===== config.mk =====
export PLATFORM = sky130hd
export DESIGN_NAME = charger_event_flag_bank
export DESIGN_NICKNAME = d
export VERILOG_FILES = /design/src/rtl/charger_flag_pkg.sv /design/src/rtl/charger_event_flag_bank.sv
export SDC_FILE = /design/constraint.sdc
export NUM_CORES = 1
export LEC_CHECK = 0
export BUFFER_PORTS_ARGS = -buffer_cell sky130_fd_sc_hd__buf_4
export CORE_MARGIN = 4
export CORE_UTILIZATION = 45
export CTS_CLUSTER_SIZE = 16
export DETAILED_ROUTE_END_ITERATION = 6
export PLACE_DENSITY = 0.7
export SLEW_MARGIN = 20
export SYNTH_ARGS = -nofsm -noshare
export SYNTH_HDL_FRONTEND = slang
export SYNTH_SLANG_ARGS = --single-unit
export TNS_END_PERCENT = 100

===== constraint.sdc =====
create_clock -name mclk -period 1.5 [get_ports mclk]
set_input_delay 0.075 -clock mclk [delete_from_list [all_inputs] [get_ports mclk]]
set_output_delay 0.075 -clock mclk [all_outputs]
set_load 0.005 [all_outputs]

===== src/rtl/charger_flag_pkg.sv =====
// ****************************************************************************
// Shared constants and carriers for the charger event flag bank.
// ****************************************************************************
package charger_flag_pkg;

  // ****************************************************************************
  // Register offsets on the serial register port.
  // ****************************************************************************
  localparam logic [7:0] ADDR_FLAGS_B = 8'h23;  // Charger event flags b, bit 0 held here.
  localparam logic [7:0] ADDR_FLAGS_C = 8'h24;  // Charger event flags c.
  localparam logic [7:0] ADDR_FLAGS_D = 8'h25;  // Charger event flags d.
  localparam logic [7:0] ADDR_FAULT_A = 8'h26;  // Fault event flags a.
  localparam logic [7:0] ADDR_MASK_B  = 8'h29;  // Mask for flags b, bit 0 held here.
  localparam logic [7:0] ADDR_MASK_C  = 8'h2A;  // Mask for flags c.
  localparam logic [7:0] ADDR_MASK_D  = 8'h2B;  // Mask for flags d.
  localparam logic [7:0] ADDR_MASK_A  = 8'h2C;  // Mask for fault flags a.

  // ****************************************************************************
  // Reset values and field layouts.
  // ****************************************************************************
  localparam logic [7:0] FLAGS_RESET = 8'h00;   // Every flag and mask clears at power-on.
  localparam logic [7:0] READ_ZERO   = 8'h00;   // Answer to an unmapped address.
  localparam logic [7:0] USED_C      = 8'h7F;   // Bit 7 of flags c is reserved.
  localparam logic [7:0] USED_D      = 8'h1F;   // Bits 7 to 5 of flags d are reserved.
  localparam logic [7:0] USED_A      = 8'hFF;   // Every bit of fault flags a is used.

  localparam int BIT_PORT_DETECT  = 0;          // Flags b: port detection changed.
  localparam int BIT_DATA_LINE    = 6;          // Flags c: data-line detection complete.
  localparam int BIT_ADC_DONE     = 5;          // Flags c: one-shot conversion done.
  localparam int BIT_MIN_SYS      = 4;          // Flags c: minimum system regulation.
  localparam int BIT_FAST_TMR     = 3;          // Flags c: fast-charge timer.
  localparam int BIT_TRICKLE_TMR  = 2;          // Flags c: trickle timer.
  localparam int BIT_PRECHG_TMR   = 1;          // Flags c: pre-charge timer.
  localparam int BIT_TOPOFF_TMR   = 0;          // Flags c: top-off timer.
  localparam int BIT_OTG_LOW      = 4;          // Flags d: battery low for OTG.
  localparam int BIT_COLD         = 3;          // Flags d: cold threshold crossed.
  localparam int BIT_COOL         = 2;          // Flags d: cool threshold crossed.
  localparam int BIT_WARM         = 1;          // Flags d: warm threshold crossed.
  localparam int BIT_HOT          = 0;          // Flags d: hot threshold crossed.
  localparam int BIT_IBAT_REG     = 7;          // Fault a: charge-current regulation.
  localparam int BIT_BUS_OVP      = 6;          // Fault a: input bus overvoltage.
  localparam int BIT_BAT_OVP      = 5;          // Fault a: battery overvoltage.
  localparam int BIT_BUS_OCP      = 4;          // Fault a: input bus overcurrent.
  localparam int BIT_BAT_OCP      = 3;          // Fault a: discharge overcurrent.
  localparam int BIT_CONV_OCP     = 2;          // Fault a: converter overcurrent.
  localparam int BIT_IN2_OVP      = 1;          // Fault a: second input overvoltage.
  localparam int BIT_IN1_OVP      = 0;          // Fault a: first input overvoltage.

  // ****************************************************************************
  // Status levels from the charger core, one bit each.
  // ****************************************************************************
  typedef struct packed {
    logic port_detect_status;           // Standard port detection status.
    logic data_line_detect_done;        // Data-line detection has completed.
    logic adc_conv_done;                // Converter finished a conversion.
    logic min_system_regulation;        // Regulating at minimum system voltage.
    logic fast_charge_expired;          // Fast-charge safety timer expired.
    logic trickle_expired;              // Trickle timer expired.
    logic precharge_expired;            // Pre-charge timer expired.
    logic topoff_expired;               // Top-off timer expired.
    logic battery_below_otg;            // Battery below the OTG enable level.
    logic therm_beyond_cold;            // Thermistor past the cold threshold.
    logic therm_beyond_cool;            // Thermistor past the cool threshold.
    logic therm_beyond_warm;            // Thermistor past the warm threshold.
    logic therm_beyond_hot;             // Thermistor past the hot threshold.
    logic battery_current_regulation;   // In charge-current regulation.
    logic input_bus_ovp;                // Input bus overvoltage protection.
    logic battery_ovp;                  // Battery overvoltage protection.
    logic input_bus_ocp;                // Input bus overcurrent protection.
    logic battery_discharge_ocp;        // Battery discharge overcurrent protection.
    logic converter_ocp;                // Converter switch overcurrent protection.
    logic second_input_ovp;             // Second adapter input overvoltage.
    logic first_input_ovp;              // First adapter input overvoltage.
  } status_t;

  // ****************************************************************************
  // Register access strobes from the serial register engine.
  // ****************************************************************************
  typedef struct packed {
    logic       rd_en;                  // One-cycle read strobe.
    logic       wr_en;                  // One-cycle write strobe.
    logic [7:0] addr;                   // Register offset.
    logic [7:0] wdata;                  // Write data.
  } reg_req_t;

endpackage : charger_flag_pkg


===== src/rtl/charger_event_flag_bank.sv =====
// Functional notes
// (RULE1) Port detection status change sets flags b bit 0.
// (RULE2) Data-line detect bit shows detection completed.
// (RULE3) Conversion done flag only in one-shot mode.
// (RULE4) Entering or leaving minimum system regulation sets bit.
// (RULE5) Fast-charge timer expiry rising edge sets bit.
// (RULE6) Trickle timer expiry rising edge sets bit.
// (RULE7) Pre-charge timer expiry rising edge sets bit.
// (RULE8) Top-off timer expiry rising edge sets bit.
// (RULE9) Battery low for OTG sets bit; reserved read zero.
// (RULE10) Cold threshold crossing sets flags d bit 3.
// (RULE11) Cool threshold crossing sets flags d bit 2.
// (RULE12) Warm threshold crossing sets flags d bit 1.
// (RULE13) Hot threshold crossing sets flags d bit 0.
// (RULE14) Entering or leaving charge-current regulation sets bit.
// (RULE15) Entering input bus overvoltage sets bit.
// (RULE16) Entering battery overvoltage sets bit.
// (RULE17) Entering input bus overcurrent sets bit.
// (RULE18) Entering discharge overcurrent sets bit.
// (RULE19) Entering converter overcurrent sets bit.
// (RULE20) Second and first input overvoltage set bits 1, 0.
// (RULE21) Flag registers read-only, zero after reset.
// (RULE22) Unmasked newly set flag pulses the interrupt.
// (RULE23) Flags hold until read, then clear; the data-line done bit also clears when detection restarts.
// (RULE24) Events are edges of synchronised status levels.
`timescale 1ns/100ps
module charger_event_flag_bank (
  input  wire logic                      mclk,
  input  wire logic                      rst_n,
  input  wire logic                      clk_en,
  input  wire charger_flag_pkg::status_t sts,
  input  wire logic                      adc_one_shot,
  input  wire charger_flag_pkg::reg_req_t req,
  output logic [7:0]                     rd_data,
  output logic                           int_pulse
);

  // ****************************************************************************
  // State: every flip-flop of the bank lives in one record.
  // ****************************************************************************
  typedef struct packed {
    charger_flag_pkg::status_t sync1;   // First synchroniser stage.
    charger_flag_pkg::status_t sync2;   // Second synchroniser stage.
    charger_flag_pkg::status_t prev;    // Previous synchronised sample, for edges.
    logic                      flag_b;  // Held flag of flags b.
    logic [7:0]                flags_c; // Held flags c.
    logic [7:0]                flags_d; // Held flags d.
    logic [7:0]                flags_a; // Held fault flags a.
    logic                      mask_b;  // Mask for flags b bit 0.
    logic [7:0]                mask_c;  // Mask for flags c.
    logic [7:0]                mask_d;  // Mask for flags d.
    logic [7:0]                mask_a;  // Mask for fault flags a.
    logic [7:0]                rdata;   // Registered read answer.
    logic                      irq;     // Registered interrupt pulse.
  } state_t;

  state_t s_q;                          // Current state.
  state_t s_d;                          // Next state.
  charger_flag_pkg::status_t rise;      // Rising edges of synchronised status.
  charger_flag_pkg::status_t chg;       // Any change of synchronised status.
  logic       ev_b;                     // Events for flags b.
  logic [7:0] ev_c;                     // Events for flags c.
  logic [7:0] ev_d;                     // Events for flags d.
  logic [7:0] ev_a;                     // Events for fault flags a.
  logic       rd_b;                     // Read of flags b this cycle.
  logic       rd_c;                     // Read of flags c this cycle.
  logic       rd_d;                     // Read of flags d this cycle.
  logic       rd_a;                     // Read of fault flags a this cycle.

  // ****************************************************************************
  // Edge detection on the second synchroniser stage only.
  // ****************************************************************************
  // The first stage is never looked at, so a level that changes near an edge
  // produces one clean event rather than two.
  always_comb begin
    rise = s_q.sync2 & ~s_q.prev;       // RULE24
    chg  = s_q.sync2 ^ s_q.prev;        // RULE24
  end

  // ****************************************************************************
  // Event vectors laid out as the register bits.
  // ****************************************************************************
  always_comb begin
    ev_b = chg.port_detect_status;                                      // RULE1
    ev_c = 8'h00;
    ev_c[charger_flag_pkg::BIT_DATA_LINE]   = rise.data_line_detect_done; // RULE2
    // A conversion in continuous mode completes constantly and is not flagged.
    ev_c[charger_flag_pkg::BIT_ADC_DONE]    = rise.adc_conv_done & adc_one_shot; // RULE3
    ev_c[charger_flag_pkg::BIT_MIN_SYS]     = chg.min_system_regulation;  // RULE4
    ev_c[charger_flag_pkg::BIT_FAST_TMR]    = rise.fast_charge_expired;   // RULE5
    ev_c[charger_flag_pkg::BIT_TRICKLE_TMR] = rise.trickle_expired;       // RULE6
    ev_c[charger_flag_pkg::BIT_PRECHG_TMR]  = rise.precharge_expired;     // RULE7
    ev_c[charger_flag_pkg::BIT_TOPOFF_TMR]  = rise.topoff_expired;        // RULE8
    ev_d = 8'h00;
    ev_d[charger_flag_pkg::BIT_OTG_LOW]     = rise.battery_below_otg;     // RULE9
    ev_d[charger_flag_pkg::BIT_COLD]        = chg.therm_beyond_cold;      // RULE10
    ev_d[charger_flag_pkg::BIT_COOL]        = chg.therm_beyond_cool;      // RULE11
    ev_d[charger_flag_pkg::BIT_WARM]        = chg.therm_beyond_warm;      // RULE12
    ev_d[charger_flag_pkg::BIT_HOT]         = chg.therm_beyond_hot;       // RULE13
    ev_a = 8'h00;
    ev_a[charger_flag_pkg::BIT_IBAT_REG]    = chg.battery_current_regulation; // RULE14
    ev_a[charger_flag_pkg::BIT_BUS_OVP]     = rise.input_bus_ovp;         // RULE15
    ev_a[charger_flag_pkg::BIT_BAT_OVP]     = rise.battery_ovp;           // RULE16
    ev_a[charger_flag_pkg::BIT_BUS_OCP]     = rise.input_bus_ocp;         // RULE17
    ev_a[charger_flag_pkg::BIT_BAT_OCP]     = rise.battery_discharge_ocp; // RULE18
    ev_a[charger_flag_pkg::BIT_CONV_OCP]    = rise.converter_ocp;         // RULE19
    ev_a[charger_flag_pkg::BIT_IN2_OVP]     = rise.second_input_ovp;      // RULE20
    ev_a[charger_flag_pkg::BIT_IN1_OVP]     = rise.first_input_ovp;       // RULE20
  end

  // ****************************************************************************
  // Read decode.
  // ****************************************************************************
  always_comb begin
    rd_b = req.rd_en && (req.addr == charger_flag_pkg::ADDR_FLAGS_B);
    rd_c = req.rd_en && (req.addr == charger_flag_pkg::ADDR_FLAGS_C);
    rd_d = req.rd_en && (req.addr == charger_flag_pkg::ADDR_FLAGS_D);
    rd_a = req.rd_en && (req.addr == charger_flag_pkg::ADDR_FAULT_A);
  end

  // ****************************************************************************
  // Next-state logic.
  // ****************************************************************************
  // A read returns the flags as they stood, then clears them; an event in the
  // same cycle still sets its bit, so nothing is lost between two reads.
  always_comb begin
    s_d       = s_q;
    s_d.sync1 = sts;                    // RULE24
    s_d.sync2 = s_q.sync1;              // RULE24
    s_d.prev  = s_q.sync2;              // RULE24
    s_d.flag_b  = (s_q.flag_b & ~rd_b) | ev_b;                              // RULE23
    s_d.flags_c = ((s_q.flags_c & {8{~rd_c}}) | ev_c) & charger_flag_pkg::USED_C; // RULE23
    s_d.flags_d = ((s_q.flags_d & {8{~rd_d}}) | ev_d) & charger_flag_pkg::USED_D; // RULE9
    s_d.flags_a = ((s_q.flags_a & {8{~rd_a}}) | ev_a) & charger_flag_pkg::USED_A; // RULE23
    // Detection restarting drops the done bit, unless it completes again now.
    if (!s_q.sync2.data_line_detect_done && !ev_c[charger_flag_pkg::BIT_DATA_LINE]) begin
      s_d.flags_c[charger_flag_pkg::BIT_DATA_LINE] = 1'b0;                  // RULE2
    end
    // Only mask registers take writes; flag offsets ignore them.
    if (req.wr_en) begin                                                    // RULE21
      case (req.addr)
        charger_flag_pkg::ADDR_MASK_B: begin
          s_d.mask_b = req.wdata[charger_flag_pkg::BIT_PORT_DETECT];
        end
        charger_flag_pkg::ADDR_MASK_C: begin
          s_d.mask_c = req.wdata & charger_flag_pkg::USED_C;
        end
        charger_flag_pkg::ADDR_MASK_D: begin
          s_d.mask_d = req.wdata & charger_flag_pkg::USED_D;
        end
        charger_flag_pkg::ADDR_MASK_A: begin
          s_d.mask_a = req.wdata & charger_flag_pkg::USED_A;
        end
        default: begin
        end
      endcase
    end
    // Read answer, reserved bits zero, unmapped offsets zero.
    if (req.rd_en) begin
      case (req.addr)
        charger_flag_pkg::ADDR_FLAGS_B: s_d.rdata = {7'h00, s_q.flag_b};
        charger_flag_pkg::ADDR_FLAGS_C: s_d.rdata = s_q.flags_c;
        charger_flag_pkg::ADDR_FLAGS_D: s_d.rdata = s_q.flags_d;            // RULE9
        charger_flag_pkg::ADDR_FAULT_A: s_d.rdata = s_q.flags_a;
        charger_flag_pkg::ADDR_MASK_B:  s_d.rdata = {7'h00, s_q.mask_b};
        charger_flag_pkg::ADDR_MASK_C:  s_d.rdata = s_q.mask_c;
        charger_flag_pkg::ADDR_MASK_D:  s_d.rdata = s_q.mask_d;
        charger_flag_pkg::ADDR_MASK_A:  s_d.rdata = s_q.mask_a;
        default:                        s_d.rdata = charger_flag_pkg::READ_ZERO;
      endcase
    end
    // A pulse for each cycle that brings a new unmasked event.
    s_d.irq = (ev_b & ~s_q.mask_b) | (|(ev_c & ~s_q.mask_c)) |
              (|(ev_d & ~s_q.mask_d)) | (|(ev_a & ~s_q.mask_a));            // RULE22
  end

  // ****************************************************************************
  // State register with clock enable.
  // ****************************************************************************
  // Everything resets to zero, flags and masks alike.
  always_ff @(posedge mclk or negedge rst_n) begin
    if (!rst_n) begin
      s_q <= '0;                        // RULE21
    end else if (clk_en) begin
      s_q <= s_d;
    end
  end

  assign rd_data   = s_q.rdata;
  assign int_pulse = s_q.irq;

  // ****************************************************************************
  // Assertions.
  // ****************************************************************************
  property p_port_detect;
    @(posedge mclk) disable iff (!rst_n)
      clk_en && (s_q.sync2.port_detect_status != s_q.prev.port_detect_status) |=> s_q.flag_b;
  endproperty
  a_port_detect: assert property (p_port_detect) else $error("port detect change not flagged"); // RULE1

  property p_dpdm_clear;
    @(posedge mclk) disable iff (!rst_n)
      clk_en && !s_q.sync2.data_line_detect_done && !s_q.sync1.data_line_detect_done
      ##1 clk_en |=> !s_q.flags_c[charger_flag_pkg::BIT_DATA_LINE];
  endproperty
  a_dpdm_clear: assert property (p_dpdm_clear) else $error("data-line done bit set while running"); // RULE2

  property p_adc_continuous;
    @(posedge mclk) disable iff (!rst_n)
      clk_en && !adc_one_shot && !s_q.flags_c[charger_flag_pkg::BIT_ADC_DONE]
      |=> !s_q.flags_c[charger_flag_pkg::BIT_ADC_DONE];
  endproperty
  a_adc_continuous: assert property (p_adc_continuous) else $error("conversion flagged outside one-shot"); // RULE3

  property p_fast_timer;
    @(posedge mclk) disable iff (!rst_n)
      clk_en && $rose(s_q.sync2.fast_charge_expired) |=> s_q.flags_c[charger_flag_pkg::BIT_FAST_TMR];
  endproperty
  a_fast_timer: assert property (p_fast_timer) else $error("fast-charge expiry not flagged"); // RULE5

  property p_reserved_d;
    @(posedge mclk) disable iff (!rst_n)
      clk_en && rd_d |=> (rd_data[7:5] == 3'h0) && (rd_data[4:0] == $past(s_q.flags_d[4:0]));
  endproperty
  a_reserved_d: assert property (p_reserved_d) else $error("flags d read wrong"); // RULE9

  property p_cold;
    @(posedge mclk) disable iff (!rst_n)
      clk_en && (s_q.sync2.therm_beyond_cold ^ s_q.prev.therm_beyond_cold)
      |=> s_q.flags_d[charger_flag_pkg::BIT_COLD];
  endproperty
  a_cold: assert property (p_cold) else $error("cold crossing not flagged"); // RULE10

  property p_read_clears;
    @(posedge mclk) disable iff (!rst_n)
      clk_en && rd_a && (ev_a == 8'h00) |=> (s_q.flags_a == 8'h00);
  endproperty
  a_read_clears: assert property (p_read_clears) else $error("fault flags not cleared by read"); // RULE23

  property p_write_ignored;
    @(posedge mclk) disable iff (!rst_n)
      clk_en && req.wr_en && !req.rd_en && (req.addr == charger_flag_pkg::ADDR_FAULT_A) && (ev_a == 8'h00)
      |=> s_q.flags_a == $past(s_q.flags_a);
  endproperty
  a_write_ignored: assert property (p_write_ignored) else $error("write changed fault flags"); // RULE21

  property p_irq;
    @(posedge mclk) disable iff (!rst_n)
      clk_en && (|(ev_a & ~s_q.mask_a)) |=> int_pulse;
  endproperty
  a_irq: assert property (p_irq) else $error("unmasked fault gave no pulse"); // RULE22

  property p_sync_latency;
    @(posedge mclk) disable iff (!rst_n)
      ($past(clk_en) && clk_en && $rose(sts.topoff_expired)) ##1 clk_en ##1 clk_en
      |=> s_q.flags_c[charger_flag_pkg::BIT_TOPOFF_TMR];
  endproperty
  a_sync_latency: assert property (p_sync_latency) else $error("top-off expiry missed"); // RULE24

  c_port_flag: cover property (@(posedge mclk) disable iff (!rst_n) $rose(s_q.flag_b));
  c_irq:       cover property (@(posedge mclk) disable iff (!rst_n) int_pulse);
  c_read_a:    cover property (@(posedge mclk) disable iff (!rst_n) rd_a && (s_q.flags_a != 8'h00));

endmodule : charger_event_flag_bank


==> out/summary.txt <==
status: completed
ys async rst share: 1.00
CP Launch Type: flip-flop
CP max FO: 2
Die ar.: 0.0130 sq mm
count of pins over their slew limit: 0
commonest cells in the netlist: dfrtp_1 (114), mux2_2 (74), nand2_1 (26)
Pwr Total: 8.38 mW
Detailed Routing Iterations Pass 1: 5
via/cell ratio: 5.47
initial antenna violation count: 0
Worst Path Required: 1790 ps
CTS root buffer: clkbuf_16
hpwl dp: 8.30 mm
max_cap viols: 0
fin crit period: 1500 ps
final antenna-violating net count: 0
I/O pins: 52
clock-pin slew on the worst setup and hold paths: 60 ps
synth unique cells: 49
crit share post-route: 0.999
number of clock sinks: 114
Slew HR: 0.639
Yosys warnings: 0
ys flop type: dfrtp_1
P_leak: 2.92 nW
share of the synthesized area in the top cell type: 0.563
TritonCTS clock tree: yes
Synth area leaders: dfrtp_1 (56%), mux2_2 (16%), a32o_1 (2.8%), o21ai_0 (2.0%), nand2_1 (1.9%)
Layout Nets: 552
Setup WS pre-CTS: -298 ps
register area: 0.00285 sq mm
Die H: 114 microns
Multi-input gate area: 0.00208 sq mm
Yosys top cell by area: dfrtp_1
Max Clock Freq: 668 MHz
DR vias: 3619
# setup viols final: 0
vias in the first global route: 3724
DRT Wirelength: 12.1 mm
Port Buffers: 51
GPL Wtd Cong: 0.828
initial core utilization: 0.464
number of synthesized flops with an enable pin: 0
largest net degree at the start of global routing: 53
antenna cells: 0
Avg Cell Area, Syn: 12.6 sq um
Fillers: 846
die width: 114 microns
Post-Syn Instances: 401
CTS Buf Count: 17
RSZ-0062 raised after global routing: true
sequential share of the synthesized area: 0.563
clock buffer depth: 2
final setup margin: 1.89 ps
Worst EP arrival: 1790 ps
Worst-Skew Late Latency: 410 ps
worst hold path type: in -> reg
CP endpoint kind: flip-flop
library cell with the highest instance count after synthesis: dfrtp_1
first-pass GRT wire length: 19.5 mm
Syn Std Cell Area: 0.00507 sq mm
critical path class: reg -> reg
htree depth: 4
Iter 0 DRT Violations: 315
Syn Nets: 444
layout cells sized above 1: 0.381
DRC violation count after routing: 0
#FFs+latches synth: 114
Post-CTS Setup Bufs: 0
Fin Clk Skew: 15.2 ps
Area Overhead vs Synth: 33.1%
WL per Instance: 18.2 microns
pwr/cell area: 1240 mW/mm^2
Worst-Margin Slew: 541 ps
GR Overflow Total: 0
Total GRT Usage: 0.198
num rows: 38
core footprint: 0.0109 sq mm
Worst VDD drop: 0.734 mV
Final Hold Fails: 0
[kinds of logic after synthesis]
family / share of synthesized area
xor+xnor: 0.0138
fa+ha+maj: 0.00197
mux: 0.172
flops: 0.563
simple gates: 0.0987
compound gates: 0.110
buf+inv: 0.0402
[report_power, final]
group          internal [mW]  switching (mW)  leakage [nW]
sequential              3.35           0.183          1.34
combinational          0.553           0.491          1.31
clock                   2.33            1.47         0.269
total                   6.23            2.14          2.92
[per-layer routing]
metal,global-route usage,share of wire,vias to the layer above
li1,-,-,1676
met1,0.253,0.43,1807
met2,0.325,0.49,121
met3,0.0534,0.060,15
met4,0.0744,0.014,0
met5,0,0,-
[cells in the final DEF (no fill, tap or decap), types with 7 or more instances in the layout]
cell type,n
dfrtp_1,114
buf_4,81
mux2_2,59
dlygate4sd3_1,31
nand2_1,26
o21ai_0,20
inv_1,19
clkbuf_16,17
mux2_4,15
a32o_1,14
nor3b_1,13
a22o_1,9
xor2_1,7
[path summary, 6_finish.rpt]
kind / startpoint / to / slack, ps / cells after the start
setup reg to reg: s_d[71] / int_pulse / 2 / 4
setup / recovery: s_d[71] / int_pulse / 2 / 4
min in group asynchronous: rst_n / s_q[36] / 160 / 2
max in group asynchronous: rst_n / s_q[18] / 790 / 3
hold / removal: req[12] / rd_data[4] / 30 / 4
hold reg to reg: s_q[35] / s_q[35] / 490 / 1
[per-stage QoR]
stage / hold slack, ps / instance area (sq um) / TNS, ps / util / std cells
after CTS: 18.1 / 6750 / -8.95 / 0.617 / 662
after detailed placement: 52.3 / 5860 / -7230 / 0.536 / 599
after global routing: 37.3 / 6750 / -21.5 / 0.617 / 662
final: 34.4 / 6750 / 0 / 0.617 / 662
after floorplan: -221 / 5140 / -3400 / - / 401
after global placement: 51.5 / 5860 / -6440 / 0.536 / 599
[timing repair]
action | CTS | global route
endpoints found under the setup margin | 1 | 1
hold endpoints to repair | 157 | 0
gates resized for setup | 1 | 0
pin swaps | 2 | 1
hold buffers | 31 | 0
[state kept, by name, summed over array words and instances (netlist names)]
| signal | cells |
|---|---|
| s_q | 63 |
| s_d | 42 |
| int_pulse | 1 |
| rd_data | 8 |
[area by class of cell]
type,instances,share of cell area
Multi-Input combinational cell,241,0.308
Clock buffer,18,0.0651
Inverter,19,0.0106
Sequential cell,114,0.423
Clock inverter,14,0.0195
Tap cell,140,0.0260
Timing Repair Buffer,116,0.148
[critical path, cell delays in order (launching register included)]
cell and delay, ps:
dfrtp_1 370, nor3b_1 160, nor4_1 320, nand4_1 210, o32a_1 320
No activity file was read; power rests on OpenSTA's default activity.
